<file path="config.mk">
export PLATFORM = sky130hd
export DESIGN_NAME = mil_irq_top
export DESIGN_NICKNAME = d
export VERILOG_FILES = /design/src/rtl/mil_pkg.sv /design/src/rtl/mil_evt_if.sv /design/src/rtl/mil_tap_detect.sv /design/src/rtl/mil_flag_bank.sv /design/src/rtl/mil_irq_top.sv
export VERILOG_INCLUDE_DIRS = /design/src /design/src/rtl
export SDC_FILE = /design/constraint.sdc
export NUM_CORES = 1
export LEC_CHECK = 0
export ABC_AREA = 1
export BUFFER_PORTS_ARGS = -buffer_cell sky130_fd_sc_hd__buf_2
export CAP_MARGIN = 30
export CORE_MARGIN = 2
export CORE_UTILIZATION = 59
export CTS_CLUSTER_DIAMETER = 60
export CTS_CLUSTER_SIZE = 25
export DETAILED_ROUTE_END_ITERATION = 10
export GPL_TIMING_DRIVEN = 0
export PLACE_DENSITY_LB_ADDON = 0.08
export SLEW_MARGIN = 10
export SYNTH_ARGS = -nofsm -noshare
export SYNTH_HDL_FRONTEND = slang
export SYNTH_HIERARCHICAL = 1
export SYNTH_SLANG_ARGS = --single-unit
</file>
<file path="constraint.sdc">
create_clock -name mclk_i -period 7.6 [get_ports mclk_i]
set_input_delay 0.76 -clock mclk_i [delete_from_list [all_inputs] [get_ports mclk_i]]
set_output_delay 0.76 -clock mclk_i [all_outputs]
set_load 0.02 [all_outputs]
</file>
<file path="src/rtl/mil_map.svh">
// Purpose : offsets, field positions and reset values of the interrupt logic
// Assumes : included by the package and by every design file that needs it
// Notes   : definitions only
`ifndef MIL_MAP_SVH
`define MIL_MAP_SVH

// ----------------------------------------------------------------------------
// register offsets on the serial register port
// ----------------------------------------------------------------------------
`define MIL_ADDR_W          7
`define MIL_OFS_ENABLE      7'h18
`define MIL_OFS_FLAGS       7'h19
`define MIL_OFS_FLAGS_COR   7'h1a

// ----------------------------------------------------------------------------
// widths, reset values and writable bits
// ----------------------------------------------------------------------------
`define MIL_REG_W           24
`define MIL_ENABLE_RST      24'h000000
`define MIL_FLAGS_RST       24'h000000
`define MIL_ENABLE_WMASK    24'h0fdfff
`define MIL_ZERO_WORD       24'h000000

// ----------------------------------------------------------------------------
// flag and enable bit positions
// ----------------------------------------------------------------------------
`define MIL_B_ACTIVE_ENERGY_HALF_FULL          0
`define MIL_B_REACTIVE_ENERGY_HALF_FULL          1
`define MIL_B_APPARENT_ENERGY_HALF_FULL         2
`define MIL_B_SAG           3
`define MIL_B_ZXTO          6
`define MIL_B_ZX            9
`define MIL_B_LINE          12
`define MIL_B_RESET         13
`define MIL_B_PKV           14
`define MIL_B_PKI           15
`define MIL_B_WAVE          16
`define MIL_B_REVP          17
`define MIL_B_REVQ          18
`define MIL_B_SEQ           19
`define MIL_N_PHASE         3
`define MIL_PH_A            0
`define MIL_PH_B            1
`define MIL_PH_C            2

`endif

</file>
<file path="src/rtl/mil_pkg.sv">
// Purpose : types and shared functions of the interrupt logic
// Assumes : mil_map.svh holds every number
// Notes   : state structs, one per module
`include "mil_map.svh"

package mil_pkg;

   typedef logic [`MIL_REG_W-1:0]   mil_word_t;
   typedef logic [`MIL_N_PHASE-1:0] mil_phase_t;
   typedef logic [`MIL_ADDR_W-1:0]  mil_addr_t;

   // accumulator tap edge detector state
   typedef struct packed {
      mil_phase_t ae_tap;
      mil_phase_t re_tap;
      mil_phase_t va_tap;
      logic       primed;
      logic       boot;
      logic [2:0] energy_evt;
      logic       boot_evt;
   } mil_dec_state_t;

   // sticky flag bank state
   typedef struct packed {
      mil_word_t flags;
   } mil_bank_state_t;

   // sequence tracker
   typedef enum logic [1:0] {
      MIL_SEQ_IDLE,
      MIL_SEQ_AFTER_A
   } mil_seq_t;

   // top level state
   typedef struct packed {
      mil_word_t  enable;
      mil_word_t  rdata;
      logic       rvalid;
      logic       irq_oe;
      logic       irq_n;
      mil_word_t  evt;
      mil_phase_t p_sign;
      mil_phase_t q_sign;
      logic       signs_primed;
      mil_seq_t   seq;
   } mil_top_state_t;

   // any bit that differs between two samples
   function automatic logic any_change(input mil_phase_t now_v,
                                       input mil_phase_t old_v);
      any_change = |(now_v ^ old_v);
   endfunction : any_change

   // any bit that went from low to high
   function automatic logic any_rise(input mil_phase_t now_v,
                                     input mil_phase_t old_v);
      any_rise = |(now_v & ~old_v);
   endfunction : any_rise

endpackage : mil_pkg

</file>
<file path="src/rtl/mil_evt_if.sv">
// Purpose : carries event strobes, flags and clear between the modules
// Assumes : one clock domain
// Notes   : each signal has one driving modport
`include "mil_map.svh"

interface mil_evt_if;
   logic [2:0]            energy_evt;  // active_energy_half_full, reactive_energy_half_full, apparent_energy_half_full strobes
   logic                  boot_evt;    // one cycle after reset release
   logic [`MIL_REG_W-1:0] evt;         // full event vector, one-cycle
   logic [`MIL_REG_W-1:0] clr;         // clear request, all bits
   logic [`MIL_REG_W-1:0] flags;       // sticky flags

   modport dec  (output energy_evt, output boot_evt);
   modport bank (input evt, input clr, output flags);
   modport top  (input energy_evt, input boot_evt, input flags,
                 output evt, output clr);
endinterface : mil_evt_if

</file>
<file path="src/rtl/mil_tap_detect.sv">
// Purpose : watches accumulator taps and reports half-full events
// Assumes : taps come from logic on mclk_i
// Notes   : first sample after reset only primes the history
`include "mil_map.svh"

module mil_tap_detect (
   input  wire logic                mclk_i,
   input  wire logic                rst_n_i,
   input  wire mil_pkg::mil_phase_t ae_tap_i,
   input  wire mil_pkg::mil_phase_t re_tap_i,
   input  wire mil_pkg::mil_phase_t va_tap_i,
   mil_evt_if.dec                   ev
);
   import mil_pkg::*;

   mil_dec_state_t s_q;
   mil_dec_state_t s_d;

   // -------------------------------------------------------------------------
   // next state
   // -------------------------------------------------------------------------
   // history is primed first so a tap already high at reset is not an event
   always_comb begin
      s_d            = s_q;
      s_d.ae_tap     = ae_tap_i;
      s_d.re_tap     = re_tap_i;
      s_d.va_tap     = va_tap_i;
      s_d.primed     = 1'b1;
      s_d.boot       = 1'b0;
      s_d.boot_evt   = s_q.boot;
      s_d.energy_evt[0] = s_q.primed & any_change(ae_tap_i, s_q.ae_tap);
      s_d.energy_evt[1] = s_q.primed & any_change(re_tap_i, s_q.re_tap);
      s_d.energy_evt[2] = s_q.primed & any_rise(va_tap_i, s_q.va_tap);
   end

   always_ff @(posedge mclk_i or negedge rst_n_i) begin
      if (!rst_n_i) begin
         s_q      <= '0;
         s_q.boot <= 1'b1;
      end else begin
         s_q <= s_d;
      end
   end

   assign ev.energy_evt = s_q.energy_evt;
   assign ev.boot_evt   = s_q.boot_evt;

endmodule : mil_tap_detect

</file>
<file path="src/rtl/mil_flag_bank.sv">
// Purpose : sticky interrupt flags
// Assumes : evt and clr are on mclk_i
// Notes   : a set in the clear cycle wins over the clear
`include "mil_map.svh"

module mil_flag_bank (
   input  wire logic mclk_i,
   input  wire logic rst_n_i,
   mil_evt_if.bank   ev
);
   import mil_pkg::*;

   mil_bank_state_t s_q;
   mil_bank_state_t s_d;

   // -------------------------------------------------------------------------
   // flag update
   // -------------------------------------------------------------------------
   // flags are set regardless of enables; only the clear request drops them, except the reset bit
   always_comb begin
      s_d       = s_q;
      s_d.flags = (s_q.flags & ~ev.clr) | ev.evt;
      // the reset indication lives for one cycle only
      s_d.flags[`MIL_B_RESET] = ev.evt[`MIL_B_RESET];
   end

   always_ff @(posedge mclk_i or negedge rst_n_i) begin
      if (!rst_n_i) begin
         s_q.flags <= `MIL_FLAGS_RST;
      end else begin
         s_q <= s_d;
      end
   end

   assign ev.flags = s_q.flags;

endmodule : mil_flag_bank

</file>
<file path="src/rtl/mil_irq_top.sv">
// Purpose : interrupt flags, enables and open-drain request of the meter
// Assumes : event inputs are one-cycle strobes or levels on mclk_i;
//           the serial framing delivers one-cycle read and write strobes
// Notes   : read data appears one cycle after the read strobe
`include "mil_map.svh"

// Notes on behaviour
// - enabled event pulls the request line low
// - clear-on-read status read releases request line
// - every event sets its flag regardless of enable
// - flags stick until clear-on-read read only, except bit 13
// - bit 0: active energy tap 14 changed
// - bit 1: reactive energy tap 14 changed
// - bit 2: apparent energy tap 15 rises
// - bits 3-5: voltage sag per phase
// - bits 6-8: missing crossing per phase
// - bits 9-11: voltage zero crossing per phase
// - bit 12: line cycle accumulation finished
// - bit 14: voltage above peak threshold
// - bit 15: current above peak threshold
// - bit 16: new waveform sample ready
// - bit 17: active power sign flip, selected phases
// - bit 18: reactive power sign flip, selected phases
// - bit 19: crossing A followed by B
// - bit 13: reset indication, one cycle only
module mil_irq_top #(
   parameter int REG_W = `MIL_REG_W
) (
   input  wire logic                mclk_i,
   input  wire logic                reset_n_i,
   // register port from the serial framing
   input  wire mil_pkg::mil_addr_t  reg_addr_i,
   input  wire logic                reg_rd_i,
   input  wire logic                reg_wr_i,
   input  wire mil_pkg::mil_word_t  reg_wdata_i,
   output      mil_pkg::mil_word_t  reg_rdata_o,
   output      logic                reg_rvalid_o,
   // event sources
   input  wire mil_pkg::mil_phase_t active_energy_accum_tap_i,
   input  wire mil_pkg::mil_phase_t reactive_energy_accum_tap_i,
   input  wire mil_pkg::mil_phase_t apparent_energy_accum_tap_i,
   input  wire mil_pkg::mil_phase_t sag_i,
   input  wire mil_pkg::mil_phase_t crossing_timeout_i,
   input  wire mil_pkg::mil_phase_t crossing_i,
   input  wire logic                line_cycle_done_i,
   input  wire logic                peak_voltage_flag_i,
   input  wire logic                peak_current_flag_i,
   input  wire logic                waveform_sample_ready_i,
   input  wire mil_pkg::mil_phase_t active_power_neg_i,
   input  wire mil_pkg::mil_phase_t reactive_power_neg_i,
   input  wire mil_pkg::mil_phase_t phase_sum_select_i,
   // open-drain request line
   output      logic                irq_n_o,
   output      logic                irq_oe_o
);
   import mil_pkg::*;

   // ------------------------------------------------------------------------
   // elaboration checks
   // ------------------------------------------------------------------------
   // the map is laid out for one fixed word; other widths cannot be served
   if (REG_W != `MIL_REG_W) begin : g_bad_width
      $error("mil_irq_top: REG_W must equal the register word width");
   end

   // ------------------------------------------------------------------------
   // reset release
   // ------------------------------------------------------------------------
   // assert at once, release after two clean edges so no flop sees a runt
   logic [1:0] rst_sync_q;
   logic       rst_n;

   always_ff @(posedge mclk_i or negedge reset_n_i) begin
      if (!reset_n_i) begin
         rst_sync_q <= 2'b00;
      end else begin
         rst_sync_q <= {rst_sync_q[0], 1'b1};
      end
   end

   assign rst_n = rst_sync_q[1];

   // ------------------------------------------------------------------------
   // sub blocks
   // ------------------------------------------------------------------------
   mil_evt_if ev ();

   mil_tap_detect u_tap (
      .mclk_i   (mclk_i),
      .rst_n_i  (rst_n),
      .ae_tap_i (active_energy_accum_tap_i),
      .re_tap_i (reactive_energy_accum_tap_i),
      .va_tap_i (apparent_energy_accum_tap_i),
      .ev       (ev)
   );

   mil_flag_bank u_bank (
      .mclk_i  (mclk_i),
      .rst_n_i (rst_n),
      .ev      (ev)
   );

   // ------------------------------------------------------------------------
   // register decode
   // ------------------------------------------------------------------------
   logic rd_enable;
   logic rd_flags;
   logic rd_flags_cor;
   logic wr_enable;

   assign rd_enable    = reg_rd_i & (reg_addr_i == `MIL_OFS_ENABLE);
   assign rd_flags     = reg_rd_i & (reg_addr_i == `MIL_OFS_FLAGS);
   assign rd_flags_cor = reg_rd_i & (reg_addr_i == `MIL_OFS_FLAGS_COR);
   assign wr_enable    = reg_wr_i & (reg_addr_i == `MIL_OFS_ENABLE);

   // only the clear-on-read copy clears; the plain copy leaves flags alone
   assign ev.clr = rd_flags_cor ? ~`MIL_ZERO_WORD : `MIL_ZERO_WORD;

   // ------------------------------------------------------------------------
   // state
   // ------------------------------------------------------------------------
   mil_top_state_t s_q;
   mil_top_state_t s_d;

   // ------------------------------------------------------------------------
   // event assembly, registers and request line
   // ------------------------------------------------------------------------
   always_comb begin
      s_d = s_q;

      // events are registered once so every port source lines up; tap and reset strobes arrive registered and lag a cycle
      s_d.evt = `MIL_ZERO_WORD;
      s_d.evt[`MIL_B_ACTIVE_ENERGY_HALF_FULL]  = ev.energy_evt[0];
      s_d.evt[`MIL_B_REACTIVE_ENERGY_HALF_FULL]  = ev.energy_evt[1];
      s_d.evt[`MIL_B_APPARENT_ENERGY_HALF_FULL] = ev.energy_evt[2];
      s_d.evt[`MIL_B_SAG  +: `MIL_N_PHASE] = sag_i;
      s_d.evt[`MIL_B_ZXTO +: `MIL_N_PHASE] = crossing_timeout_i;
      s_d.evt[`MIL_B_ZX   +: `MIL_N_PHASE] = crossing_i;
      s_d.evt[`MIL_B_LINE]  = line_cycle_done_i;
      s_d.evt[`MIL_B_RESET] = ev.boot_evt;
      s_d.evt[`MIL_B_PKV]   = peak_voltage_flag_i;
      s_d.evt[`MIL_B_PKI]   = peak_current_flag_i;
      s_d.evt[`MIL_B_WAVE]  = waveform_sample_ready_i;

      // sign flips only count on phases in the summation; first sample
      // after reset just loads the history
      s_d.p_sign       = active_power_neg_i;
      s_d.q_sign       = reactive_power_neg_i;
      s_d.signs_primed = 1'b1;
      s_d.evt[`MIL_B_REVP] = s_q.signs_primed &
         any_change(active_power_neg_i & phase_sum_select_i,
                    s_q.p_sign & phase_sum_select_i);
      s_d.evt[`MIL_B_REVQ] = s_q.signs_primed &
         any_change(reactive_power_neg_i & phase_sum_select_i,
                    s_q.q_sign & phase_sum_select_i);

      // phase order: after an A crossing the next crossing must be C
      unique case (s_q.seq)
         MIL_SEQ_IDLE: begin
            if (crossing_i[`MIL_PH_A]) begin
               s_d.seq = MIL_SEQ_AFTER_A;
            end
         end
         MIL_SEQ_AFTER_A: begin
            if (crossing_i[`MIL_PH_B]) begin
               s_d.evt[`MIL_B_SEQ] = 1'b1;
               s_d.seq = MIL_SEQ_IDLE;
            end else if (crossing_i[`MIL_PH_C]) begin
               s_d.seq = MIL_SEQ_IDLE;
            end
         end
         default: begin
            s_d.seq = MIL_SEQ_IDLE;
         end
      endcase
      // a new A crossing restarts the watch
      if (crossing_i[`MIL_PH_A]) begin
         s_d.seq = MIL_SEQ_AFTER_A;
      end

      // enable bits; reserved bit and upper bits stay zero
      if (wr_enable) begin
         s_d.enable = reg_wdata_i & `MIL_ENABLE_WMASK;
      end

      // read data is taken before the clear lands
      s_d.rvalid = reg_rd_i;
      if (rd_enable) begin
         s_d.rdata = s_q.enable;
      end else if (rd_flags | rd_flags_cor) begin
         s_d.rdata = ev.flags;
      end else begin
         s_d.rdata = `MIL_ZERO_WORD;
      end

      // pull low while any enabled flag is set; a clearing read drops
      // the flags and so releases the line a cycle later
      s_d.irq_oe = |(ev.flags & s_q.enable);
      s_d.irq_n  = 1'b0;
   end

   always_ff @(posedge mclk_i or negedge rst_n) begin
      if (!rst_n) begin
         s_q        <= '0;
         s_q.enable <= `MIL_ENABLE_RST;
         s_q.seq    <= MIL_SEQ_IDLE;
      end else begin
         s_q <= s_d;
      end
   end

   assign ev.evt = s_q.evt;

   // ------------------------------------------------------------------------
   // outputs
   // ------------------------------------------------------------------------
   assign reg_rdata_o  = s_q.rdata;
   assign reg_rvalid_o = s_q.rvalid;
   assign irq_n_o      = s_q.irq_n;
   assign irq_oe_o     = s_q.irq_oe;

endmodule : mil_irq_top

</file>
==> results by group, run 1 <==
Detailed routing
  • Vias: 3477
  • Vias per cell: 4.74
  • DR WL/cell: 12.1 um
  • Total wire length: 8.86 mm
  • Iteration-0 DRC Markers: 173
  • Final ANT Viol Nets: 0
  • Pre-antenna DRT Iters: 5
  • Met1 wire length: 3.69 mm
  • WL met3: 498 um
  • Top Layer Used: met4
  • WL met2: 4.61 mm
  • DR DRC count: 0

STA
  • Final Hold Fails: 0
  • Final period utilization: 25.1%
  • Fin Hold WS: 33.7 ps
  • Worst-Margin Slew: 752 ps
  • RSZ-0062 raised after global routing: false
  • Final setup TNS: 0 ps
  • Max frequency: 0.525 GHz
  • Crit path time final: 1910 ps
  • Max Slew Vio Count: 0
  • Clk_skew: 9.12 ps
  • Final setup violation count: 0
  • Slew HR: 49.6%

Die
  • Row count: 32
  • Die area: 8560 um2
  • Die Wd: 92.5 um
  • Chip height: 92.5 um
  • Initial Util: 60.4%
  • Core Area: 7650 um2
  • Boundary Pins: 93

Pwr
  • Peak VDD IR: 0.253 mV
  • Clock Power Share: 50.7%
  • Total power: 1500 uW
  • Cell Pwr Density: 257 nW/um2
  • Seq pwr share: 43.4%
  • Leakage: 0.00336 uW
  • Combinational power share: 5.9%
  • Sw frac: 21.9%
  • P_sw: 327 uW
  • Int Pwr: 1170 uW

Logic synthesis
  • Synth top cells by count: 167 x nand2_1, 113 x dfrtp_1, 83 x inv_1, 65 x nand3_1, 34 x buf_4
  • Mapped Area: 4620 um2
  • Most frequent cell after synthesis: nand2_1
  • Flops & latches, synth: 114
  • Post-Synthesis Cells: 507
  • Yosys cell types: 23
  • EDFF count, synth: 0
  • Synth top area cells: dfrtp_1 61%, nand2_1 14%, nand3_1 7.0%, inv_1 6.7%, buf_4 5.5%
  • Register area share after synthesis: 61.7%
  • Yosys warns: 6
  • Top FF cell, synth: dfrtp_1
  • Cell taking the most area after synthesis: dfrtp_1
  • FFs w/ async S/R, synth: 100%
  • Syn Area/Cell: 9.12 um2
  • Share of the synthesized area in the top cell type: 61.2%

Global routing
  • First-pass GRT wire length: 15.0 mm
  • GRT Util Overall: 22.8%
  • Largest net degree at the start of global routing: 68
  • Number of antenna violations at the first check in global routing: 0
  • Vias in the first global route: 3420
  • Total grt overflow: 0

Clocking
  • Clock Latency Late Sink: 500 ps
  • Clk root buf: clkbuf_8
  • Max clock buf depth: 2
  • CTS tree: yes
  • Post-CTS setup buffers: 0
  • Clock sink total: 114
  • CTS clk-pin slew, worst paths: 60 ps
  • Cts-stage hold buffer count: 0
  • CTS buffer count: 17
  • PostCTS Resize Cnt: 0
  • CTS H-tree depth: 4

Setup path
  • CP Launch Type: register
  • Critical Path Max Stage Delay: 380 ps
  • Reg2Reg Depth: 1
  • Worst endpoint required time: 6840 ps
  • CP Cell Sequence: buf_4 -> buf_2
  • Critical-path top delay cell: dfrtp_1
  • CP Data Arrival Time: 1150 ps
  • CP delay by family, top: flip-flops
  • Worst Path Max Fanout: 1
  • CP Depth: 2
  • Type of the worst setup path: register to output port
  • CP endpoint kind: output port
  • CP Buf/Inv Count: 2

Flow run
  • Total of max-cap violations: 0

Layout
  • Fillers: 539
  • Final nets: 685
  • Post-layout util: 76.2%
  • Diodes inserted: 0
  • Layout area overhead: 26.0%
  • Layout cells sized above 1: 26.9%
  • Final instance area: 5820 um2
  • Register area: 2860 um2
  • Area of the multi-input gates: 1170 um2

Worst hold path
  • Worst hold-check path type: input pin to asynchronous set/reset pin

Placement
  • Placed cell area: 5240 um2
  • Port Buffer Count: 86
  • RD Place Congestion: 0.833
  • Half-perimeter wire length after placement: 5.89 mm

Status
  • Status: finished clean
registers in the layout, summed over array words and instances (netlist names):
register             count
rst_sync_q               2
ev.evt                  20
u_bank/ev.flags         24
u_tap/s_q               10
reg_rvalid_o             1
u_tap/ev.energy_evt      3
s_q                     27
u_tap/ev.boot_evt        1
u_tap/s_d                1
reg_rdata_o             24
irq_oe_o                 1
cells in the final DEF, fill, tap and decap left out, types with 2 or more instances in the layout:
master      Yosys  routed
inv_2           3       3
bufinv_16       0       2
clkbuf_1        0       3
clkbuf_8        0       5
nand3_1        65      65
inv_1          83      83
nor2_2          2       2
nand2_1       167     167
buf_4          34      35
nand4_1         3       3
buf_6           2       2
buf_2           4      90
dfrtp_1       113     112
clkbuf_16       0      16
clkinv_2        0       2
conb_1          4       9
nor2_1         14      14
xnor2_1         2       2
clkinvlp_4      0       3
cell families after synthesis:
logic type,Yosys count,synth area share [%]
XOR/XNOR,2,0.379
AND/OR/NAND/NOR,258,23.8
other,4,0.325
flip-flops,114,61.7
buffers and inverters,126,13.4
AO/OA/AOI/OAI,3,0.325
worst paths after layout:
kind | slack, ps | to | from
max | 5690 | reg_rdata_o[19] | reg_rdata_o[19]
min | 30 | rst_sync_q[0] | reset_n_i
max reg2reg | 6500 | u_tap/s_d[0] | rst_sync_q[1]
min reg2reg | 340 | ev.evt[3] | rst_sync_q[1]
max in group asynchronous | 6500 | u_tap/s_d[0] | rst_sync_q[1]
min in group mclk_i | 350 | u_bank/ev.flags[13] | ev.evt[13]
metal layers:
layer	vias to the layer above	global-route usage [%]
li1	1709	-
met1	1667	28.7
met2	96	38.4
met3	5	6.75
met4	0	7.09
met5	-	0
power by group through the flow:
| stage | Combinational (uW) | Clock [uW] | Sequential (uW) |
|---|---|---|---|
| 3_5_place_dp | 87.3 | 0 | 660 |
| 4_1_cts | 88.7 | 772 | 650 |
| 3_3_place_gp | 77.0 | 0 | 666 |
| 5_1_grt | 101 | 799 | 653 |
| 2_1_floorplan | 45.1 | 0 | 664 |
| 6_report | 87.7 | 760 | 650 |
layout make-up:
type / count / area share (%)
inverters: 86 / 5.54
multi-input cells: 272 / 20.1
well taps: 102 / 2.19
plain buffers: 40 / 5.11
clock buffers: 24 / 8.25
repair buffers: 88 / 7.99
flip-flops and latches: 114 / 49.1
clock inverters: 8 / 1.74
per-stage QoR:
| step | std cells | worst slack [ps] |
|---|---|---|
| finish | 734 | 5690 |
| global route | 734 | 5650 |
| CTS | 734 | 5670 |
| detailed placement | 702 | 5250 |
| global placement | 700 | 3040 |
| floorplan | 512 | 4190 |
(Power assumes the default switching activity.)
==> inputs of run 2 (changes only) <==
- ABC_AREA: 1 -> 0
- CORE_UTILIZATION: 59 -> 48
- clock period: 7.6 -> 1.72 ns (I/O delays scaled with it)
==> run 2 against run 1 <==
  * Sequential cell count unchanged
  * Critical endpoint is now ev.evt[17]
  * Highest routed layer unchanged
  * Wire length decreased by 11%
  * Final cell count decreased by 22%
  * Largest cell class unchanged
==> results by group, run 2 <==
Logic synthesis
  • Share of the synthesized area in the top cell type: 67.0%
  • Post-Synthesis Cells: 287
  • Syn Area/Cell: 14.7 um2
  • Yosys warns: 6
  • Top FF cell, synth: dfrtp_1
  • FFs w/ async S/R, synth: 100%
  • Compound-cell area share of the yosys netlist: 11.0%
  • Mux cell area share after synthesis: 5.96%
  • Synth top cells by count: 113 x dfrtp_1, 30 x buf_4, 24 x a21o_1, 23 x inv_1, 19 x a22o_1
  • Post-Synth Adder-Cell Area: 0%
  • Most frequent cell after synthesis: dfrtp_1
  • Cell taking the most area after synthesis: dfrtp_1
  • Yosys cell types: 29
  • Register area share after synthesis: 67.6%
  • Main combinational cell family by area after synthesis: compound AO/OA/AOI/OAI gates
  • Flops & latches, synth: 114
  • Post-synthesis simple-gate area fraction: 4.36%
  • Synth Area in XOR/XNOR: 2.70%
  • Synth top area cells: dfrtp_1 67%, buf_4 5.3%, a21o_1 4.3%, a22o_1 3.9%, mux2_4 3.6%
  • EDFF count, synth: 0
  • Mapped Area: 4220 um2

Placement
  • RD Place Congestion: 0.765
  • Port Buffer Count: 86
  • Half-perimeter wire length after placement: 5.03 mm
  • Place WS: -435 ps

STA
  • Worst-Margin Slew: 569 ps
  • Final setup TNS: 0 ps
  • Final period utilization: 91.7%
  • Max frequency: 0.634 GHz
  • Final Hold Fails: 0
  • Slew HR: 62.0%
  • Crit path time final: 1580 ps
  • Max Slew Vio Count: 0
  • Clk_skew: 8.82 ps
  • Final setup violation count: 0
  • Fin Hold WS: 33.1 ps
  • RSZ-0062 raised after global routing: false
  • Final Worst Setup Slack: 143 ps

Pwr
  • Int Pwr: 5320 uW
  • Seq pwr share: 42.1%
  • Clock Power Share: 51.6%
  • Sw frac: 22.0%
  • Leakage: 0.00291 uW
  • Combinational power share: 6.3%
  • Peak VDD IR: 0.889 mV
  • P_sw: 1500 uW
  • Cell Pwr Density: 1140 nW/um2

Layout
  • Fillers: 621
  • Layout area overhead: 42.2%
  • Most frequent cells in the layout: 112 x dfrtp_1, 87 x buf_2, 52 x dlygate4sd3_1, 30 x buf_4, 24 x a21o_1
  • Final nets: 518
  • Largest reg by FF count: s_q
  • Largest register FFs: 27
  • Most common cell after layout, fill and taps aside: dfrtp_1
  • Diodes inserted: 0
  • Post-layout util: 69.5%
  • Layout cells sized above 1: 38.7%

Detailed routing
  • Iteration-0 DRC Markers: 81
  • DR WL/cell: 13.8 um
  • Pre-antenna DRT Iters: 4
  • Final ANT Viol Nets: 0
  • Vias per cell: 4.57
  • DR DRC count: 0
  • Vias: 2617
  • Total wire length: 7.93 mm

Clocking
  • Max clock buf depth: 2
  • Clk root buf: clkbuf_8
  • CTS buffer count: 17
  • Clock Latency Late Sink: 500 ps
  • CTS clk-pin slew, worst paths: 60 ps
  • PostCTS Resize Cnt: 0
  • Clock sink total: 114
  • CTS H-tree depth: 4
  • CTS tree: yes

Die
  • Initial Util: 48.9%
  • Boundary Pins: 93
  • Row count: 34
  • Core Area: 8640 um2
  • Die area: 9560 um2
  • Die Wd: 97.8 um
  • Chip height: 97.8 um

Global routing
  • GRT Util Overall: 18.5%
  • First-pass GRT wire length: 13.8 mm
  • Total grt overflow: 0
  • Global routing's busiest layer: met2
  • Number of antenna violations at the first check in global routing: 0
  • Global Route met1 Usage: 22.4%
  • Largest net degree at the start of global routing: 48
  • Met3 Usage GRT: 5.73%
  • Vias in the first global route: 2919
  • Met2 global-route usage: 31.8%

Flow run
  • Total of max-cap violations: 0

Setup path
  • Type of the worst setup path: register to register
  • Worst endpoint required time: 2100 ps
  • CP Launch Type: register
  • Reg-to-Reg Start: s_q[7]
  • CP endpoint kind: register
  • CP Data Arrival Time: 1960 ps
  • CP Cell Sequence: xor2_1 -> a222oi_1 -> dlygate4sd3_1 -> nor2b_1
  • Critical Path Max Stage Delay: 590 ps
  • Worst Path Max Fanout: 1
  • Worst Setup SP: s_q[7]
  • Critical-path top delay cell: dlygate4sd3_1

Status
  • Status: finished clean

Worst hold path
  • Min-delay src: phase_sum_select_i[2]
  • Worst hold-check path type: input pin to register
-- run 2: cell type report --
class | instances | area (um2) | share of cell area [%]
clock buffer | 18 | 428 | 7.13
sequential | 114 | 2860 | 47.6
tap | 108 | 135 | 2.25
clock inverter | 14 | 176 | 2.94
inverter | 23 | 86.3 | 1.44
multi-input combinational | 122 | 1060 | 17.6
buffer | 33 | 253 | 4.21
timing repair buffer | 141 | 1010 | 16.8
-- run 2: path summary, 6_finish.rpt --
check | endpoint | slack [ps] | cells past startpoint
min in group asynchronous | s_q[6] | 250 | 0
setup reg to reg | ev.evt[17] | 140 | 4
setup / recovery | ev.evt[17] | 140 | 4
max in group asynchronous | u_tap/s_d[0] | 880 | 1
hold / removal | ev.evt[18] | 30 | 3
hold reg to reg | s_q[6] | 250 | 0
-- run 2: cells by family after synthesis --
group | count (synthesis)
flops | 114
xor+xnor | 13
compound gates | 57
buf+inv | 56
mux | 19
simple gates | 24
other cells | 4
-- run 2: per-stage QoR --
step / std cells / area [um2] / power (uW)
after global placement: 486 / 4820 / 3230
final: 573 / 6000 / 6820
after global routing: 573 / 6000 / 7070
after detailed placement: 488 / 4870 / 3260
after CTS: 572 / 5990 / 6890
after floorplan: 292 / 4250 / 3090
-- run 2: timing repair --
action / CTS / global route
setup buffers: 0 / 0
endpoints found under the hold margin: 53 / 0
hold buffers: 52 / 0
-- run 2: power groups by stage --
| stage | Clock (uW) | Combinational [uW] | Sequential, uW |
|---|---|---|---|
| 2_1_floorplan | 0 | 158 | 2930 |
| 3_3_place_gp | 0 | 284 | 2950 |
| 3_5_place_dp | 0 | 343 | 2920 |
| 4_1_cts | 3580 | 438 | 2870 |
| 5_1_grt | 3710 | 479 | 2880 |
| 6_report | 3520 | 430 | 2870 |
-- run 2: routing by layer --
| metal | vias to the layer above | part of all wire, % |
|---|---|---|
| met5 | - | 0 |
| li1 | 1275 | - |
| met3 | 8 | 4.4 |
| met1 | 1262 | 44 |
| met4 | 0 | 1.2 |
| met2 | 72 | 51 |
-- run 2: critical path, delay by kind of cell, from the launching register on --
kind / cells / cell delay, ps
buffers and inverters: 1 / 590
flip-flops: 1 / 370
AO/OA/AOI/OAI: 1 / 320
XOR/XNOR: 1 / 140
AND/OR/NAND/NOR: 1 / 40
